### src/logic/adcc_map.svh
// Purpose: register offsets, field positions, reset values and timing counts
// Assumes: 32-bit AHB-Lite data, one register per aligned word
// Notes: included by bare name
`ifndef ADCC_MAP_SVH
`define ADCC_MAP_SVH

`define ADCC_OFF_CTRL 8'h00
`define ADCC_OFF_RESULT 8'h04
`define ADCC_OFF_IRQ_STAT 8'h08
`define ADCC_OFF_IRQ_MASK 8'h0c
`define ADCC_OFF_SAMPLE_TIME 8'h10

`define ADCC_BIT_ON 15
`define ADCC_BIT_IDLE_STOP 13
`define ADCC_OUTPUT_FORMAT_HI 9
`define ADCC_OUTPUT_FORMAT_LO 8
`define ADCC_TRIG_HI 7
`define ADCC_TRIG_LO 5
`define ADCC_BIT_AUTO 2
`define ADCC_BIT_SAMPLE 1
`define ADCC_BIT_DONE 0
`define ADCC_CTRL_WMASK 16'ha3e6

`define ADCC_CTRL_RESET 16'h0000
`define ADCC_SAMPLE_TIME_RESET 8'h10

`define ADCC_IRQ_DONE 0
`define ADCC_IRQ_TRIG 1

`define ADCC_CLK_MHZ 40
`define ADCC_CONV_NS 500
`define ADCC_CONV_CYC ((`ADCC_CONV_NS * `ADCC_CLK_MHZ + 999) / 1000)
`define ADCC_DEPTH 4

`endif

### src/logic/adcc_pkg.sv
// Purpose: shared types of the converter control block
// Assumes: constants live in adcc_map.svh
// Notes: no imports, use adcc_pkg::name
package adcc_pkg;

  typedef enum logic [2:0] {
    TRIG_MANUAL,
    TRIG_EXT_INT,
    TRIG_TIMER,
    TRIG_R3,
    TRIG_R4,
    TRIG_R5,
    TRIG_R6,
    TRIG_COUNTER
  } adcc_trig_e;

  typedef enum logic [1:0] {
    FMT_INT,
    FMT_SINT,
    FMT_FRAC,
    FMT_SFRAC
  } adcc_fmt_e;

  typedef enum logic [1:0] {
    ST_OFF,
    ST_HOLD,
    ST_SAMPLE,
    ST_CONVERT
  } adcc_state_e;

  typedef struct packed {
    logic on;
    logic idle_stop;
    adcc_fmt_e output_format;
    adcc_trig_e trigger_source_select;
    logic auto_sample_start;
  } adcc_ctrl_s;

  typedef struct packed {
    logic sh_sample;
    logic conv_start;
  } adcc_analog_s;

endpackage

### src/logic/adcc_control.sv
// Purpose: first control register of a successive-approximation converter and its sequencer
// Assumes: AHB-Lite slave with zero wait states; 10-bit raw result from the analog side
// Notes: sample time counts clock cycles; result reads step through the buffer
//
// What this block does
// RULE1: the converter runs only while converter_on is one and is off otherwise.
// RULE2: with idle_stop set the converter halts while the device is idle.
// RULE3: format 11 gives signed fractional and 10 unsigned fractional, left justified.
// RULE4: format 01 gives a sign-extended integer and 00 a zero-extended integer.
// RULE5: trigger code 111 lets the internal sample counter end sampling.
// RULE6: trigger code 010 ends sampling on a timer compare event.
// RULE7: trigger code 001 ends sampling on an edge of the external interrupt zero pin.
// RULE8: codes 011 to 110 are reserved, and code 000 ends sampling when software clears sample.
// RULE9: with auto_sample_start set a new sampling phase begins after each conversion.
// RULE10: without auto_sample_start sampling begins only when sample_enable is set.
// RULE11: sample_enable reads one while acquiring and zero while holding.
// RULE12: the done flag reads one once a conversion has finished.
// RULE13: done clears when sampling starts from hold or off and sets when the result is stored.
// RULE14: result buffers are wiped when converter_on is cleared.
// RULE15: software should read results before turning the converter off.
// RULE16: bits 14, 12 to 10 and 4 to 3 read as zero.
`timescale 1ns/1ps
`include "adcc_map.svh"
module adcc_control #(
  parameter int CONV_CYC = `ADCC_CONV_CYC,
  parameter int DEPTH = `ADCC_DEPTH
) (
  // clock and reset
  input wire logic i_clk,
  input wire logic i_rst_n,
  // ahb-lite slave
  input wire logic i_hsel,
  input wire logic [7:0] i_haddr,
  input wire logic [1:0] i_htrans,
  input wire logic i_hwrite,
  input wire logic [2:0] i_hsize,
  input wire logic [31:0] i_hwdata,
  input wire logic i_hready,
  output logic [31:0] o_hrdata,
  output logic o_hreadyout,
  output logic o_hresp,
  // device and trigger inputs
  input wire logic i_idle,
  input wire logic i_timer_compare,
  input wire logic i_external_interrupt_zero_pin,
  input wire logic [9:0] i_raw_result,
  // analog side
  output adcc_pkg::adcc_analog_s o_analog,
  // interrupt
  output logic o_irq
);

  localparam int AW = $clog2(DEPTH);

  adcc_pkg::adcc_ctrl_s ctrl_reg;
  adcc_pkg::adcc_state_e state_reg;
  logic sample_reg;
  logic done_reg;
  logic [7:0] sample_time_reg;
  logic [7:0] sample_enable_cnt_reg;
  logic [15:0] conv_cnt_reg;
  logic [1:0] irq_stat_reg;
  logic [1:0] irq_mask_reg;
  logic pin_d_reg;
  logic [AW-1:0] wptr_reg;
  logic [AW-1:0] rptr_reg;
  logic wr_pend_reg;
  logic rd_pend_reg;
  logic [7:0] addr_reg;
  logic [15:0] buf_rdata;
  logic run;
  logic end_sample;
  logic conv_end;
  logic sample_start;
  logic wr_ctrl;
  logic rd_stat;
  logic rd_result;
  logic addr_ok;
  logic [15:0] ctrl_read;
  logic [15:0] fmt_result;

  function automatic logic [15:0] fmt_word(input adcc_pkg::adcc_fmt_e f, input logic [9:0] d);
    logic [15:0] w;
    w = 16'h0000;
    case (f)
      adcc_pkg::FMT_INT: w = {6'h00, d};
      adcc_pkg::FMT_SINT: w = {{6{~d[9]}}, ~d[9], d[8:0]};
      adcc_pkg::FMT_FRAC: w = {d, 6'h00};
      adcc_pkg::FMT_SFRAC: w = {~d[9], d[8:0], 6'h00};
      default: w = 16'h0000;
    endcase
    return w;
  endfunction

  function automatic logic word_ok(input logic [7:0] a);
    return a == `ADCC_OFF_CTRL || a == `ADCC_OFF_RESULT || a == `ADCC_OFF_IRQ_STAT
      || a == `ADCC_OFF_IRQ_MASK || a == `ADCC_OFF_SAMPLE_TIME;
  endfunction

  // ahb address phase capture
  assign addr_ok = i_hsel && i_hready && i_htrans[1];

  always_ff @(posedge i_clk)
  begin
    if (!i_rst_n)
    begin
      wr_pend_reg <= 1'b0;
      rd_pend_reg <= 1'b0;
      addr_reg <= 8'h00;
    end
    else
    begin
      wr_pend_reg <= addr_ok && i_hwrite && word_ok(i_haddr);
      rd_pend_reg <= addr_ok && !i_hwrite;
      if (addr_ok)
      begin
        addr_reg <= i_haddr;
      end
    end
  end

  assign o_hreadyout = 1'b1;
  assign o_hresp = 1'b0;
  assign wr_ctrl = wr_pend_reg && addr_reg == `ADCC_OFF_CTRL;
  assign rd_stat = rd_pend_reg && addr_reg == `ADCC_OFF_IRQ_STAT;
  assign rd_result = addr_ok && !i_hwrite && i_haddr == `ADCC_OFF_RESULT;

  // RULE1: converter enable
  // RULE2: idle halt
  assign run = ctrl_reg.on && !(ctrl_reg.idle_stop && i_idle);

  always_ff @(posedge i_clk)
  begin
    if (!i_rst_n)
    begin
      ctrl_reg <= '0;
    end
    else if (wr_ctrl)
    begin
      ctrl_reg.on <= i_hwdata[`ADCC_BIT_ON];
      ctrl_reg.idle_stop <= i_hwdata[`ADCC_BIT_IDLE_STOP];
      ctrl_reg.output_format <= adcc_pkg::adcc_fmt_e'(i_hwdata[`ADCC_OUTPUT_FORMAT_HI:`ADCC_OUTPUT_FORMAT_LO]);
      ctrl_reg.trigger_source_select <=
        adcc_pkg::adcc_trig_e'(i_hwdata[`ADCC_TRIG_HI:`ADCC_TRIG_LO]);
      ctrl_reg.auto_sample_start <= i_hwdata[`ADCC_BIT_AUTO];
    end
  end

  always_ff @(posedge i_clk)
  begin
    if (!i_rst_n)
    begin
      sample_time_reg <= `ADCC_SAMPLE_TIME_RESET;
      irq_mask_reg <= 2'h0;
    end
    else if (wr_pend_reg)
    begin
      if (addr_reg == `ADCC_OFF_SAMPLE_TIME)
      begin
        sample_time_reg <= i_hwdata[7:0];
      end
      if (addr_reg == `ADCC_OFF_IRQ_MASK)
      begin
        irq_mask_reg <= i_hwdata[1:0];
      end
    end
  end

  always_ff @(posedge i_clk)
  begin
    if (!i_rst_n)
    begin
      pin_d_reg <= 1'b0;
    end
    else
    begin
      pin_d_reg <= i_external_interrupt_zero_pin;
    end
  end

  // end-of-sampling trigger selection
  always_comb
  begin
    end_sample = 1'b0;
    case (ctrl_reg.trigger_source_select)
      // RULE8: manual clear of sample ends it
      adcc_pkg::TRIG_MANUAL: end_sample = wr_ctrl && !i_hwdata[`ADCC_BIT_SAMPLE];
      // RULE7: rising pin edge
      adcc_pkg::TRIG_EXT_INT: end_sample = i_external_interrupt_zero_pin && !pin_d_reg;
      // RULE6: timer compare
      adcc_pkg::TRIG_TIMER: end_sample = i_timer_compare;
      // RULE5: internal sample counter
      adcc_pkg::TRIG_COUNTER: end_sample = sample_enable_cnt_reg >= sample_time_reg;
      default: end_sample = 1'b0;
    endcase
  end

  assign conv_end = state_reg == adcc_pkg::ST_CONVERT && conv_cnt_reg == 16'(CONV_CYC - 1);
  // RULE10: manual start
  assign sample_start = state_reg == adcc_pkg::ST_HOLD && wr_ctrl && i_hwdata[`ADCC_BIT_SAMPLE];

  always_ff @(posedge i_clk)
  begin
    if (!i_rst_n)
    begin
      state_reg <= adcc_pkg::ST_OFF;
    end
    else if (!run)
    begin
      state_reg <= ctrl_reg.on ? state_reg : adcc_pkg::ST_OFF;
    end
    else
    begin
      case (state_reg)
        adcc_pkg::ST_OFF: state_reg <= ctrl_reg.auto_sample_start ? adcc_pkg::ST_SAMPLE
                                                                  : adcc_pkg::ST_HOLD;
        adcc_pkg::ST_HOLD:
        begin
          if (sample_start || ctrl_reg.auto_sample_start)
          begin
            state_reg <= adcc_pkg::ST_SAMPLE;
          end
        end
        adcc_pkg::ST_SAMPLE:
        begin
          if (end_sample)
          begin
            state_reg <= adcc_pkg::ST_CONVERT;
          end
        end
        adcc_pkg::ST_CONVERT:
        begin
          // RULE9: auto restart
          if (conv_end)
          begin
            state_reg <= ctrl_reg.auto_sample_start ? adcc_pkg::ST_SAMPLE : adcc_pkg::ST_HOLD;
          end
        end
        default: state_reg <= adcc_pkg::ST_OFF;
      endcase
    end
  end

  always_ff @(posedge i_clk)
  begin
    if (!i_rst_n || state_reg != adcc_pkg::ST_SAMPLE || !run)
    begin
      sample_enable_cnt_reg <= 8'h00;
    end
    else if (sample_enable_cnt_reg != 8'hff)
    begin
      sample_enable_cnt_reg <= sample_enable_cnt_reg + 8'h01;
    end
  end

  always_ff @(posedge i_clk)
  begin
    if (!i_rst_n || state_reg != adcc_pkg::ST_CONVERT)
    begin
      conv_cnt_reg <= 16'h0000;
    end
    else if (run)
    begin
      conv_cnt_reg <= conv_cnt_reg + 16'h0001;
    end
  end

  // RULE11: sample flag follows acquire phase
  always_comb
  begin
    sample_reg = state_reg == adcc_pkg::ST_SAMPLE;
  end

  // RULE12: done status
  // RULE13: clear on new sample, set on store
  always_ff @(posedge i_clk)
  begin
    if (!i_rst_n)
    begin
      done_reg <= 1'b0;
    end
    else if (run && conv_end)
    begin
      done_reg <= 1'b1;
    end
    else if (run && state_reg != adcc_pkg::ST_SAMPLE && state_reg_to_sample(state_reg))
    begin
      done_reg <= 1'b0;
    end
  end

  function automatic logic state_reg_to_sample(input adcc_pkg::adcc_state_e s);
    return (s == adcc_pkg::ST_HOLD && (sample_start || ctrl_reg.auto_sample_start))
      || (s == adcc_pkg::ST_OFF && ctrl_reg.auto_sample_start);
  endfunction

  // RULE3: fractional formats
  // RULE4: integer formats
  assign fmt_result = fmt_word(ctrl_reg.output_format, i_raw_result);

  always_ff @(posedge i_clk)
  begin
    if (!i_rst_n || !ctrl_reg.on)
    begin
      wptr_reg <= '0;
      rptr_reg <= '0;
    end
    else
    begin
      if (run && conv_end)
      begin
        wptr_reg <= AW'(wptr_reg + 1'b1);
      end
      if (rd_result)
      begin
        rptr_reg <= AW'(rptr_reg + 1'b1);
      end
    end
  end

  // RULE14: buffer wiped when off
  adcc_result_mem #(
    .DEPTH(DEPTH),
    .AW(AW)
  ) u_mem (
    .i_clk(i_clk),
    .i_rst_n(i_rst_n),
    .i_clear(!ctrl_reg.on),
    .i_we(run && conv_end),
    .i_waddr(wptr_reg),
    .i_wdata(fmt_result),
    .i_raddr(rptr_reg),
    .o_rdata(buf_rdata)
  );

  // sticky events, set wins over read clear
  always_ff @(posedge i_clk)
  begin
    if (!i_rst_n)
    begin
      irq_stat_reg <= 2'h0;
    end
    else
    begin
      irq_stat_reg[`ADCC_IRQ_DONE] <= (run && conv_end) || (irq_stat_reg[`ADCC_IRQ_DONE] && !rd_stat);
      irq_stat_reg[`ADCC_IRQ_TRIG] <= (run && state_reg == adcc_pkg::ST_SAMPLE && end_sample)
        || (irq_stat_reg[`ADCC_IRQ_TRIG] && !rd_stat);
    end
  end

  assign o_irq = |(irq_stat_reg & irq_mask_reg);

  // RULE16: unimplemented bits zero
  assign ctrl_read = {ctrl_reg.on, 1'b0, ctrl_reg.idle_stop, 3'h0, ctrl_reg.output_format,
    ctrl_reg.trigger_source_select, 2'h0, ctrl_reg.auto_sample_start, sample_reg, done_reg};

  always_comb
  begin
    o_hrdata = 32'h0000_0000;
    if (rd_pend_reg)
    begin
      case (addr_reg)
        `ADCC_OFF_CTRL: o_hrdata = {16'h0000, ctrl_read};
        `ADCC_OFF_RESULT: o_hrdata = {16'h0000, buf_rdata};
        `ADCC_OFF_IRQ_STAT: o_hrdata = {30'h0, irq_stat_reg};
        `ADCC_OFF_IRQ_MASK: o_hrdata = {30'h0, irq_mask_reg};
        `ADCC_OFF_SAMPLE_TIME: o_hrdata = {24'h0, sample_time_reg};
        default: o_hrdata = 32'h0000_0000;
      endcase
    end
  end

  always_ff @(posedge i_clk)
  begin
    if (!i_rst_n)
    begin
      o_analog <= '0;
    end
    else
    begin
      o_analog.sh_sample <= ctrl_reg.on && state_reg == adcc_pkg::ST_SAMPLE;
      o_analog.conv_start <= run && state_reg == adcc_pkg::ST_SAMPLE && end_sample;
    end
  end

endmodule

### src/logic/adcc_result_mem.sv
// Purpose: result buffer memory with registered read data
// Assumes: one write and one read port on one clock
// Notes: clear wipes every word and the read register
`timescale 1ns/1ps
module adcc_result_mem #(
  parameter int DEPTH = 4,
  parameter int AW = 2
) (
  // clock and reset
  input wire logic i_clk,
  input wire logic i_rst_n,
  // control
  input wire logic i_clear,
  input wire logic i_we,
  input wire logic [AW-1:0] i_waddr,
  input wire logic [15:0] i_wdata,
  input wire logic [AW-1:0] i_raddr,
  output logic [15:0] o_rdata
);

  logic [15:0] mem_reg [DEPTH];

  always_ff @(posedge i_clk)
  begin
    if (!i_rst_n || i_clear)
    begin
      for (int i = 0; i < DEPTH; i++)
      begin
        mem_reg[i] <= 16'h0000;
      end
    end
    else if (i_we)
    begin
      mem_reg[i_waddr] <= i_wdata;
    end
  end

  always_ff @(posedge i_clk)
  begin
    if (!i_rst_n || i_clear)
    begin
      o_rdata <= 16'h0000;
    end
    else
    begin
      o_rdata <= mem_reg[i_raddr];
    end
  end

endmodule

### config.mk
export PLATFORM = sky130hd
export DESIGN_NAME = adcc_control
export DESIGN_NICKNAME = d
export VERILOG_FILES = /design/src/logic/adcc_pkg.sv /design/src/logic/adcc_control.sv /design/src/logic/adcc_result_mem.sv
export VERILOG_INCLUDE_DIRS = /design/src /design/src/logic
export SDC_FILE = /design/constraint.sdc
export NUM_CORES = 1
export LEC_CHECK = 0
export ABC_CLOCK_PERIOD_IN_PS = 6550
export BUFFER_PORTS_ARGS = -buffer_cell sky130_fd_sc_hd__buf_2
export CAP_MARGIN = 20
export CORE_MARGIN = 2
export CORE_UTILIZATION = 46
export DETAILED_ROUTE_END_ITERATION = 16
export GPL_TIMING_DRIVEN = 0
export PLACE_DENSITY_LB_ADDON = 0.1
export SYNTH_ARGS = -nofsm -noshare
export SYNTH_HDL_FRONTEND = slang
export SYNTH_SLANG_ARGS = --single-unit
### constraint.sdc
create_clock -name i_clk -period 6.55 [get_ports i_clk]
set_clock_uncertainty 0.1 [all_clocks]
set_input_delay 0.9825 -clock i_clk [delete_from_list [all_inputs] [get_ports i_clk]]
set_output_delay 0.9825 -clock i_clk [all_outputs]
set_load 0.02 [all_outputs]
Word level (Yosys, flattened, before mapping)
Memory sizes are Yosys's and may differ from the RTL's. A register that Yosys moved wholly into a read port is not among the register bits.
Cells that the tools add are included.

cells by class
  add/sub/neg operators = 4
  $lt $le $gt $ge = 1
  equal/unequal tests = 25
  muxes and demuxes = 21
  bitwise operators = 2
  reduce and logical (&&, ||, !) cells = 56

operators by type and width
  operator                                                                 number
  16-bit case mux with 5 select lines                                      1
  16-bit case mux with 4 select lines                                      1
  8-bit by 4-bit equality test with 1-bit output, second input constant    4
  16-bit two-way mux                                                       2
  1-bit logical AND                                                        25
  16-bit by 1-bit adder with 16-bit output, second input constant          1
  16-bit by 5-bit equality test with 1-bit output, second input constant   1
  8-bit by 3-bit equality test with 1-bit output, second input constant    2
  8-bit by 5-bit equality test with 1-bit output, second input constant    2
  8-bit zero test                                                          2
  16-bit OR reduction                                                      1
  2-bit two-way mux                                                        7
  1-bit logical OR                                                         12
  8-bit by 1-bit adder with 8-bit output, second input constant            1
  2-bit equality test, second input constant                               4
  8-bit greater-or-equal comparator                                        1
  1-bit zero test                                                          8
  1-bit two-way mux                                                        8
  8-bit inequality test, second input constant                             1
  2-bit case mux with 4 select lines                                       1
  3-bit by 2-bit inequality test with 1-bit output, second input constant  2
  2-bit by 1-bit adder with 2-bit output, second input constant            2
  2-bit by 1-bit equality test with 1-bit output, second input constant    2
  2-bit zero test                                                          2
  14 further kinds                                                         16

storage, ports and cells
  register bits after elaboration = 64
  bits in writable memories = 64
  input bits = 63
  word-level logic and storage cells = 130
  memories = 1

memories
  memory         words  width  read ports  clocked after Yosys merged registers in  wr ports  line                   RTL
  u_mem.mem_reg  4      16     1           1                                        4         adcc_result_mem.sv:21  logic [15:0] mem_reg [DEPTH];

Longest topological paths before layout
Gate-level depths: netlist of the first run.

  depth in word-level cells = 10
  mapped depth = 8

By module
Synthesis of the first run repeated with hierarchy kept, for this count alone.

second synthesis, totals
  cell total of the unflattened synthesis = 671
  area total of the unflattened synthesis = 6806.5 um2

by module, submodules not included
  module           times used  cells an instance  area each (um2)  seq. area each (um2)
  adcc_control     1           431                3547.2           1281.2
  adcc_result_mem  1           240                3259.4           2242.2

Least setup slack after synthesis of the first run
No wires, ideal clock.

  kind = in2reg
  from = in i_idle
  to = mem u_mem.mem_reg[2][0] (enable)
  library setup time = 375 ps
  arrival time = 2493 ps
  data required time = 6075 ps
  slack = 3582 ps
  stages = 6
  path buffers = 1
  cell sequence = a21boi_1 -> and4_4 -> nand3_4 -> or3b_1 -> buf_6 -> nand3_1

RTL lines
  element             line                   RTL
  start: declaration  adcc_control.sv:43     input wire logic i_idle,
  end: declaration    adcc_result_mem.sv:21

Worst setup path in the final report of the first run
  from = reg addr_reg[3]
  to = out o_hrdata[9]

between the ends
  longest elaborated chain between the ends = 3

RTL lines
  element                                                                 line                 RTL
  start: declaration                                                      adcc_control.sv:69   logic [7:0] addr_reg;
  start signal: assignment                                                adcc_control.sv:117  addr_reg <= i_haddr;
  8-bit by 5-bit equality test with 1-bit output (tied with other cells)  adcc_control.sv:362  case (addr_reg)
  16-bit case mux with 5 select lines (*)                                 adcc_control.sv:362
  16-bit two-way mux (*)                                                  adcc_control.sv:360  if (rd_pend_reg)
  end: declaration                                                        adcc_control.sv:39   output logic [31:0] o_hrdata,

Every way passes the cells marked *; elsewhere a longest branch is shown, timed or not.

==> results of run 1 <==
[cells in the final DEF (no fill, tap or decap), types with 19 or more instances in the layout]
| cell type | n |
|---|---|
| nor2_1 | 84 |
| dfxtp_1 | 80 |
| buf_2 | 64 |
| edfxtp_1 | 64 |
| nand2_1 | 62 |
| a21oi_1 | 40 |
| nand3_1 | 34 |
| clkbuf_1 | 20 |
| buf_4 | 19 |
[path summary, 6_finish.rpt]
kind | start | endpoint | slack (ns) | depth (start not counted)
worst max-delay path | addr_reg[3] | o_hrdata[9] | 2.76 | 8
worst min-delay path | addr_reg[6] | addr_reg[6] | 0.37 | 2
worst max register to register | conv_cnt_reg[0] | u_mem.mem_reg[2][5] | 3.57 | 7
worst min register to register | addr_reg[6] | addr_reg[6] | 0.37 | 2
[final cells by class]
cell class / instances / area, um2 / share of cell area
Sequential cell: 144 / 3520 / 0.450
Multi-Input combinational cell: 435 / 2840 / 0.364
Clock buffer: 20 / 457 / 0.0584
Buffer: 50 / 303 / 0.0387
Timing Repair Buffer: 56 / 280 / 0.0358
Tap cell: 184 / 230 / 0.0294
Clock inverter: 12 / 118 / 0.0150
Inverter: 18 / 67.6 / 0.00864
[kinds of logic after synthesis]
| kind of cell | share of synthesized area |
|---|---|
| AND/OR/NAND/NOR | 0.221 |
| flip-flops | 0.528 |
| AO/OA/AOI/OAI | 0.0690 |
| buffers and inverters | 0.0555 |
| multiplexers | 0.0708 |
| XOR/XNOR | 0.0289 |
| adder cells (fa/ha/maj) | 0.0262 |
| other | 0.00112 |
[worst reg2reg max path: stages (launching register included)]
cell,delay [ns]
dfxtp_1,0.37
ha_1,0.26
nor4b_4,0.24
and4_4,0.28
nand3_4,0.12
or3b_1,0.40
buf_6,0.16
nand3_1,0.66
[routing by layer]
layer	global-route usage	up-vias	wire, um
met5	0	-	0
met4	0.0793	0	318
met3	0.0546	26	1050
met2	0.336	185	7450
met1	0.297	2389	7400
li1	-	2394	-
[per-stage QoR]
stage,utilization,hold slack (ns),total power (W)
6_report,0.544,0.371,0.00194
5_1_grt,0.544,0.404,0.00200
4_1_cts,0.544,0.370,0.00195
3_5_place_dp,0.504,0.360,0.00102
3_3_place_gp,0.504,0.357,0.00102
2_1_floorplan,-,0.336,0.000995
[cells in the mapped netlist, types with 3 or more instances]
library cell  number  area [um2]
nor2b_1           18         113
nor3_1             7        35.0
nand2b_1           3        18.8
buf_4             19         143
mux2i_1            9        90.1
buf_2              8        40.0
nand3_1           34         170
nor4_1             5        31.3
nor2_1            84         315
nand4_1           10        62.6
xnor2_1            8        70.1
a22oi_1            6        45.0
clkbuf_1          19        71.3
buf_6              3        33.8
xor2_1            14         123
nand2_1           62         233
nor4b_4            3        71.3
or3_1              3        18.8
and2_1             5        31.3
mux4_2            16         360
dfxtp_1           80        1600
and4_1             5        43.8
ha_1              14         175
a222oi_1           5        50.1
a31oi_1            3        18.8
edfxtp_1          64        1920
a21oi_1           40         200
o21ai_0            9        45.0
and3_1            12        75.1
nor2_2            11        68.8
inv_1             17        63.8
[power groups by stage]
stage / logic, W / clock network [W] / registers [W]
after global placement: 0.0000660 / 0 / 0.000954
final: 0.0000677 / 0.000937 / 0.000934
after global routing: 0.0000719 / 0.000994 / 0.000934
after CTS: 0.0000667 / 0.000951 / 0.000934
after detailed placement: 0.0000663 / 0 / 0.000954
after floorplan: 0.0000418 / 0 / 0.000953
==> results.py, run 1 <==
metrics = {
    "status": {
        "status": "completed",
    },
    "hold_path": {
        "hold_class": "reg -> reg",
    },
    "power": {
        "p_per_area_nw_per_um2": 248,
        "sw_frac_of_total": 0.210,
        "seqPwrFrac": 0.482,
        "p_leak_nw": 2.97,
        "p_int_w": 0.00153,
        "p_clk_frac": 0.483,
        "power_switching_w": 0.000407,
        "ir_drop_mv": 0.185,
        "combinationalPowerShare": 0.035,
    },
    "timing": {
        "fin_crit_ns": 3.79,
        "rsz0062_at_grt": "false",
        "setup-tns-final_ns": 0,
        "fin_ws_ns": 2.76,
        "hold_violations": 0,
        "setup_violations": 0,
        "clock.fmax_mhz": 264,
        "maxSlewHeadroom": 0.334,
        "slew_viol_final": 0,
        "timing.final.crit_share": 0.579,
        "worst_slew_pin_slew_ns": 0.996,
    },
    "cts": {
        "path_clk_slew_ns": 0.06,
        "h-tree-depth": 4,
        "root_buffer": "clkbuf_16",
        "cts_buffers": 17,
        "cts.repair.resized": 0,
        "clk-insertion-delay-late_ns": 0.42,
        "ctsLongestPathBuffers": 2,
        "cts_tree": "yes",
        "cts_hold_buf": 0,
        "cts.sinks": 144,
        "post-cts-setup-buffers": 0,
    },
    "setup_path": {
        "cpMostUsedCell": "buf_2",
        "slowest_delay_ns": 0.59,
        "cp_max_fo": 10,
        "path_delay_family": "simple AND/OR/NAND/NOR gates",
        "slowest_stage": "nor4_1",
        "cp-end-kind": "output pin",
        "arrival_ns": 2.71,
        "path_class": "reg -> out",
        "critPathBufInv": 4,
        "critPathRequiredTime_ns": 5.47,
        "crit_chain": "clkbuf_1, nor4_1, and2_1, buf_2, buf_2, a22oi_1, nor2_1, buf_2",
        "start_kind": "register",
    },
    "global_route": {
        "grt_overflow": 0,
        "antenna_found_initial": 0,
        "track_usage": 0.217,
        "grt_start_max_net_pins": 17,
        "grt_pass1_wl_um": 26300,
        "grt_pass1_vias": 4863,
    },
    "floorplan": {
        "io_pins": 100,
        "die_area_um2": 15500,
        "die_width_um": 124,
        "placementRows": 44,
        "core_area_um2": 14400,
        "start_util": 0.465,
        "fp.dieH_um": 124,
    },
    "place": {
        "place_ws_ns": 2.92,
        "hpwl_um": 11300,
        "place_congestion": 0.935,
        "port_buffers": 56,
        "placed_area_um2": 7250,
        "dp.cells": 887,
    },
    "cells_and_area": {
        "drive_gt1_frac": 0.214,
        "largest_register_ffs": 64,
        "final_cells": 919,
        "n_fill_cell": 1288,
        "final_nets": 799,
        "antenna-diode-count": 0,
        "stdcell_area_um2": 7820,
        "syn2layout_area_growth_pct": 17.1,
    },
    "synth": {
        "synth-main-ff-cell": "dfxtp_1",
        "syn-cell-area_um2": 6680,
        "postSynthAreaPerCell_um2": 10.6,
        "synth-seq-cells": 144,
        "yosys_warnings": 0,
        "yosysSeqAreaShare": 0.528,
        "async_reset_ff_frac": 0,
        "synthCells": 631,
        "synth-edff-count": 64,
        "synth_cell_types": 60,
    },
    "drt": {
        "detail-route-antenna-nets": 0,
        "post_drt_via_cell_ratio": 5.43,
        "remaining_drc_errors": 0,
        "via_count": 4994,
        "first_pass_iters": 7,
        "initialDrtViolationCount": 535,
        "wl_per_cell_um": 17.6,
        "wl_um": 16200,
    },
    "run": {
        "drv_cap": 0,
    },
}
Power figures use the tool's default switching activity.
==> run 2: changes to the inputs <==
--- a/config.mk
+++ b/config.mk
@@ -6,7 +6,8 @@
 export SDC_FILE = /design/constraint.sdc
 export NUM_CORES = 1
 export LEC_CHECK = 0
-export ABC_CLOCK_PERIOD_IN_PS = 6550
+export ABC_AREA = 1
+export ABC_CLOCK_PERIOD_IN_PS = 3800
 export BUFFER_PORTS_ARGS = -buffer_cell sky130_fd_sc_hd__buf_2
 export CAP_MARGIN = 20
 export CORE_MARGIN = 2
==> constraint.sdc (replaced) <==
create_clock -name i_clk -period 3.8 [get_ports i_clk]
set_clock_uncertainty 0.1 [all_clocks]
set_input_delay 0.57 -clock i_clk [delete_from_list [all_inputs] [get_ports i_clk]]
set_output_delay 0.57 -clock i_clk [all_outputs]
set_load 0.02 [all_outputs]
==> results.py, run 2 <==
metrics = {
    "setup_path": {
        "critPathBufInv": 3,
        "crit_chain": "nor2_4, nand2_1, nor2_1, inv_2, a21oi_1, inv_1, a21oi_1, buf_2",
        "slowest_delay_ns": 0.33,
        "reg2reg_slack_ns": 0.94,
        "r2r_cells": 8,
        "cp.depth": 8,
        "path_delay_family": "simple AND/OR/NAND/NOR gates",
        "critPathRequiredTime_ns": 3.13,
        "start_kind": "register",
        "cpMostUsedCell": "a21oi_1",
        "slowest_stage": "dfxtp_1",
        "cp-end-kind": "output pin",
        "path_class": "reg -> out",
        "cp_max_fo": 7,
        "arrival_ns": 2.19,
    },
    "power": {
        "ir_drop_mv": 0.323,
        "p_per_area_nw_per_um2": 429,
        "p_leak_nw": 3.32,
    },
    "cells_and_area": {
        "layout_common_cells": "174 x nor2_1, 103 x nand2_1, 90 x inv_1",
        "syn2layout_area_growth_pct": 17.4,
        "antenna-diode-count": 0,
        "final_common_cell": "nor2_1",
        "largest_register_ffs": 64,
        "utilization": 0.550,
        "final_nets": 983,
        "drive_gt1_frac": 0.157,
    },
    "floorplan": {
        "start_util": 0.468,
        "die_width_um": 125,
        "placementRows": 44,
        "fp.dieH_um": 125,
        "io_pins": 100,
        "die_area_um2": 15700,
        "core_area_um2": 14400,
    },
    "synth": {
        "synthTopCellsByArea": "edfxtp_1 28%, dfxtp_1 24%, nor2_1 9.7%",
        "synthCells": 813,
        "synth-edff-count": 64,
        "synth_top_cell_by_area": "edfxtp_1",
        "synth.most_common_cell": "nor2_1",
        "yosys_warnings": 0,
        "syn-cell-area_um2": 6750,
        "synth_cell_types": 44,
        "synth-main-ff-cell": "dfxtp_1",
        "postSynthAreaPerCell_um2": 8.30,
        "yosysTopAreaCellShare": 0.285,
        "synth-seq-cells": 144,
        "yosysSeqAreaShare": 0.522,
        "async_reset_ff_frac": 0,
        "synth_common_cells": "174 x nor2_1, 103 x nand2_1, 90 x inv_1, 80 x dfxtp_1, 71 x o21ai_0",
    },
    "timing": {
        "clock.fmax_mhz": 350,
        "timing.final.crit_share": 0.753,
        "rsz0062_at_grt": "false",
        "worst_slew_pin_slew_ns": 0.839,
        "slew_viol_final": 0,
        "hold_violations": 0,
        "setup-tns-final_ns": 0,
        "maxSlewHeadroom": 0.439,
        "fin_crit_ns": 2.86,
        "setup_violations": 0,
    },
    "global_route": {
        "grt_pass1_wl_um": 27300,
        "grt_overflow": 0,
        "antenna_found_initial": 0,
        "grt_start_max_net_pins": 17,
        "grt_pass1_vias": 5362,
        "track_usage": 0.224,
    },
    "status": {
        "status": "completed",
    },
    "cts": {
        "ctsLongestPathBuffers": 2,
        "cts_tree": "yes",
        "cts_buffers": 17,
        "clk-insertion-delay-late_ns": 0.43,
        "path_clk_slew_ns": 0.06,
        "cts.sinks": 144,
        "cts_hold_buf": 0,
        "post-cts-setup-buffers": 0,
        "h-tree-depth": 4,
        "root_buffer": "clkbuf_16",
        "cts.repair.resized": 0,
    },
    "drt": {
        "via_count": 5629,
        "wl_um": 17200,
        "wl_per_cell_um": 15.6,
        "post_drt_via_cell_ratio": 5.10,
        "initialDrtViolationCount": 422,
        "detail-route-antenna-nets": 0,
        "first_pass_iters": 5,
        "remaining_drc_errors": 0,
    },
    "run": {
        "drv_cap": 0,
    },
    "place": {
        "hpwl_um": 12300,
        "place_congestion": 0.902,
        "port_buffers": 57,
    },
    "hold_path": {
        "whs_path_depth": 3,
        "hold_class": "in -> reg",
    },
}
-- run 2: path summary, 6_finish.rpt --
path | endpoint | from
min | pin_d_reg | i_external_interrupt_zero_pin
max reg2reg | u_mem.mem_reg[2][3] | state_reg[1]
min reg2reg | addr_reg[6] | addr_reg[6]
max | o_hrdata[1] | addr_reg[0]
-- run 2: worst register-to-register path, delay by kind of cell (launching register included) --
| kind | cells | cell delay, ns |
|---|---|---|
| flops | 1 | 0.40 |
| buf+inv | 1 | 0.29 |
| fa+ha+maj | 1 | 0.23 |
| simple gates | 6 | 1.47 |
-- run 2: logic make-up (layout without fill, tap and decap cells) --
kind of cell / after synthesis / after routing / synth area share
AND/OR/NAND/NOR: 345 / 345 / 0.222
adder cells (fa/ha/maj): 14 / 14 / 0.0259
multiplexers: 3 / 3 / 0.00445
flip-flops: 144 / 144 / 0.522
AO/OA/AOI/OAI: 160 / 160 / 0.128
other: 2 / 18 / 0.00111
buffers and inverters: 139 / 229 / 0.0888
XOR/XNOR: 6 / 6 / 0.00778
-- run 2: where the power goes --
group	internal [W]	switching, W
Clock	0.00102	0.000650
Sequential	0.00161	0.00000348
Combinational	0.0000411	0.0000725
-- run 2: per-stage QoR --
| stage | hold slack [ns] | cells | worst slack [ns] | power, W | area [um2] |
|---|---|---|---|---|---|
| 5_1_grt | 0.244 | 1103 | 0.750 | 0.00348 | 7930 |
| 4_1_cts | 0.232 | 1103 | 0.904 | 0.00341 | 7930 |
| 2_1_floorplan | 0.324 | 829 | 1.05 | 0.00172 | 6810 |
| 3_5_place_dp | 0.337 | 1071 | 0.769 | 0.00176 | 7350 |
| 6_report | 0.242 | 1103 | 0.940 | 0.00340 | 7930 |
| 3_3_place_gp | 0.338 | 1070 | -0.140 | 0.00176 | 7330 |
-- run 2: per-layer routing --
layer | global-route usage | up-vias | wire length (um)
met5 | 0 | - | 0
met4 | 0.0804 | 0 | 350
met3 | 0.0454 | 30 | 1120
met2 | 0.386 | 186 | 8290
met1 | 0.280 | 2595 | 7490
li1 | - | 2818 | -
-- run 2: area by class of cell --
type | count | area [um2]
Buffer | 43 | 238
Clock buffer | 20 | 437
Clock inverter | 12 | 144
Fill cell | 1379 | 6500
Inverter | 96 | 362
Multi-Input combinational cell | 546 | 2690
Sequential cell | 144 | 3520
Tap cell | 184 | 230
Timing Repair Buffer | 58 | 300
==> run 3: changes to the inputs <==
--- a/config.mk
+++ b/config.mk
@@ -7,7 +7,7 @@
 export NUM_CORES = 1
 export LEC_CHECK = 0
 export ABC_AREA = 1
-export ABC_CLOCK_PERIOD_IN_PS = 3800
+export ABC_CLOCK_PERIOD_IN_PS = 2800
 export BUFFER_PORTS_ARGS = -buffer_cell sky130_fd_sc_hd__buf_2
 export CAP_MARGIN = 20
 export CORE_MARGIN = 2
==> constraint.sdc (replaced) <==
create_clock -name i_clk -period 2.8 [get_ports i_clk]
set_clock_uncertainty 0.1 [all_clocks]
set_input_delay 0.42 -clock i_clk [delete_from_list [all_inputs] [get_ports i_clk]]
set_output_delay 0.42 -clock i_clk [all_outputs]
set_load 0.02 [all_outputs]
==> results.py, run 3 (synthesis results as in run 2) <==
metrics = {
    "floorplan": {
        "start_util": 0.468,
        "core_area_um2": 14400,
        "io_pins": 100,
        "fp.dieH_um": 125,
        "die_area_um2": 15700,
        "die_width_um": 125,
        "placementRows": 44,
    },
    "cells_and_area": {
        "stdcell_area_um2": 7940,
        "final_common_cell": "nor2_1",
        "final_cells": 1103,
        "n_fill_cell": 1377,
        "syn2layout_area_growth_pct": 17.6,
        "utilization": 0.550,
        "multi_input_area_um2": 2700,
        "largest_register_ffs": 64,
        "final_nets": 983,
        "seq_area_um2": 3520,
        "antenna-diode-count": 0,
        "layout_common_cells": "174 x nor2_1, 100 x nand2_1, 90 x inv_1",
        "drive_gt1_frac": 0.161,
    },
    "global_route": {
        "grt_pass1_vias": 5362,
        "antenna_found_initial": 0,
        "grt_overflow": 0,
        "grt_pass1_wl_um": 27300,
        "track_usage": 0.224,
        "grt_start_max_net_pins": 17,
    },
    "setup_path": {
        "reg2reg_slack_ns": 0.20,
        "start_kind": "register",
        "critPathRequiredTime_ns": 2.28,
        "cp_max_fo": 10,
        "arrival_ns": 2.11,
        "startpoint": "ctrl_read[9]",
        "cp-end-kind": "output pin",
        "r2r-start": "state_reg[1]",
        "r2r_cells": 8,
        "path_class": "reg -> out",
        "endpoint": "o_hrdata[9]",
        "r2r-end": "u_mem.mem_reg[2][3]",
    },
    "drt": {
        "top_layer_used": "met4",
        "first_pass_iters": 5,
        "post_drt_via_cell_ratio": 5.10,
        "met1Wirelength_um": 7550,
        "wl_per_cell_um": 15.6,
        "detail-route-antenna-nets": 0,
        "remaining_drc_errors": 0,
        "initialDrtViolationCount": 424,
        "wl_met3_um": 1020,
        "met2WireLength_um": 8330,
        "wl_um": 17200,
        "via_count": 5629,
    },
    "power": {
        "p_per_area_nw_per_um2": 581,
        "ir_drop_mv": 0.434,
        "seqPwrFrac": 0.474,
        "p_clk_frac": 0.492,
        "combinationalPowerShare": 0.034,
        "sw_frac_of_total": 0.213,
        "p_int_w": 0.00363,
        "power_switching_w": 0.000984,
        "p_leak_nw": 3.32,
    },
    "cts": {
        "post-cts-setup-buffers": 0,
        "ctsLongestPathBuffers": 2,
        "h-tree-depth": 4,
        "path_clk_slew_ns": 0.06,
        "clk-insertion-delay-late_ns": 0.43,
        "cts_buffers": 17,
        "cts_tree": "yes",
        "root_buffer": "clkbuf_16",
        "cts.sinks": 144,
    },
    "place": {
        "place_congestion": 0.902,
        "placed_area_um2": 7350,
        "port_buffers": 57,
        "hpwl_um": 12300,
        "place_ws_ns": -0.0811,
        "dp.cells": 1071,
    },
    "hold_path": {
        "hold_class": "in -> reg",
        "min_from": "i_external_interrupt_zero_pin",
    },
    "timing": {
        "timing.final.crit_share": 0.941,
        "setup_violations": 0,
        "worst_slew_pin_slew_ns": 0.621,
        "hold_violations": 0,
        "slew_viol_final": 0,
        "clock.fmax_mhz": 380,
        "fin_ws_ns": 0.165,
        "rsz0062_at_grt": "false",
        "fin_crit_ns": 2.63,
        "maxSlewHeadroom": 0.586,
    },
    "run": {
        "drv_cap": 0,
    },
    "status": {
        "status": "completed",
    },
}
-- run 3: per-layer routing --
metal,up-vias,global-route usage
met5,-,0
met4,0,0.0804
met3,29,0.0454
met2,177,0.386
met1,2602,0.280
li1,2821,-
-- run 3: how the worst min path moves through the flow --
stage	end	cells past startpoint
2_1_floorplan	addr_reg[6]	2
3_3_place_gp	addr_reg[6]	2
3_5_place_dp	addr_reg[6]	2
4_1_cts	pin_d_reg	3
5_1_grt	pin_d_reg	3
6_report	pin_d_reg	3
-- run 3: power by group through the flow --
stage / logic [W] / registers, W / clock network [W]
after CTS: 0.000152 / 0.00219 / 0.00229
after floorplan: 0.0000971 / 0.00223 / 0
after global placement: 0.000150 / 0.00223 / 0
after detailed placement: 0.000152 / 0.00223 / 0
after global routing: 0.000170 / 0.00219 / 0.00237
final: 0.000155 / 0.00219 / 0.00227
-- run 3: final cells by class --
class	instances	share of cell area
inverter	96	0.0456
buffer	43	0.0299
tap	184	0.0290
sequential	144	0.444
clock buffer	20	0.0550
clock inverter	12	0.0181
timing repair buffer	58	0.0378
multi-input combinational	546	0.341
-- run 3: repair_timing --
item,CTS,global route
resized for setup,3,1
setup endpoints to repair,48,2
hold buffers,0,0
-- run 3: stage by stage --
step	power, W	TNS [ns]	hold WS [ns]
global route	0.00473	0	0.0938
detailed placement	0.00239	-2.36	0.337
CTS	0.00463	0	0.0816
floorplan	0.00233	0	0.324
finish	0.00461	0	0.0959
global placement	0.00238	-17.25	0.338
-- run 3: worst max-delay path: stages, from the launching register on --
cell and delay (ns):
dfxtp_1 0.31, clkbuf_1 0.36, clkbuf_1 0.46, nand2_1 0.11, a21oi_1 0.24, buf_2 0.21
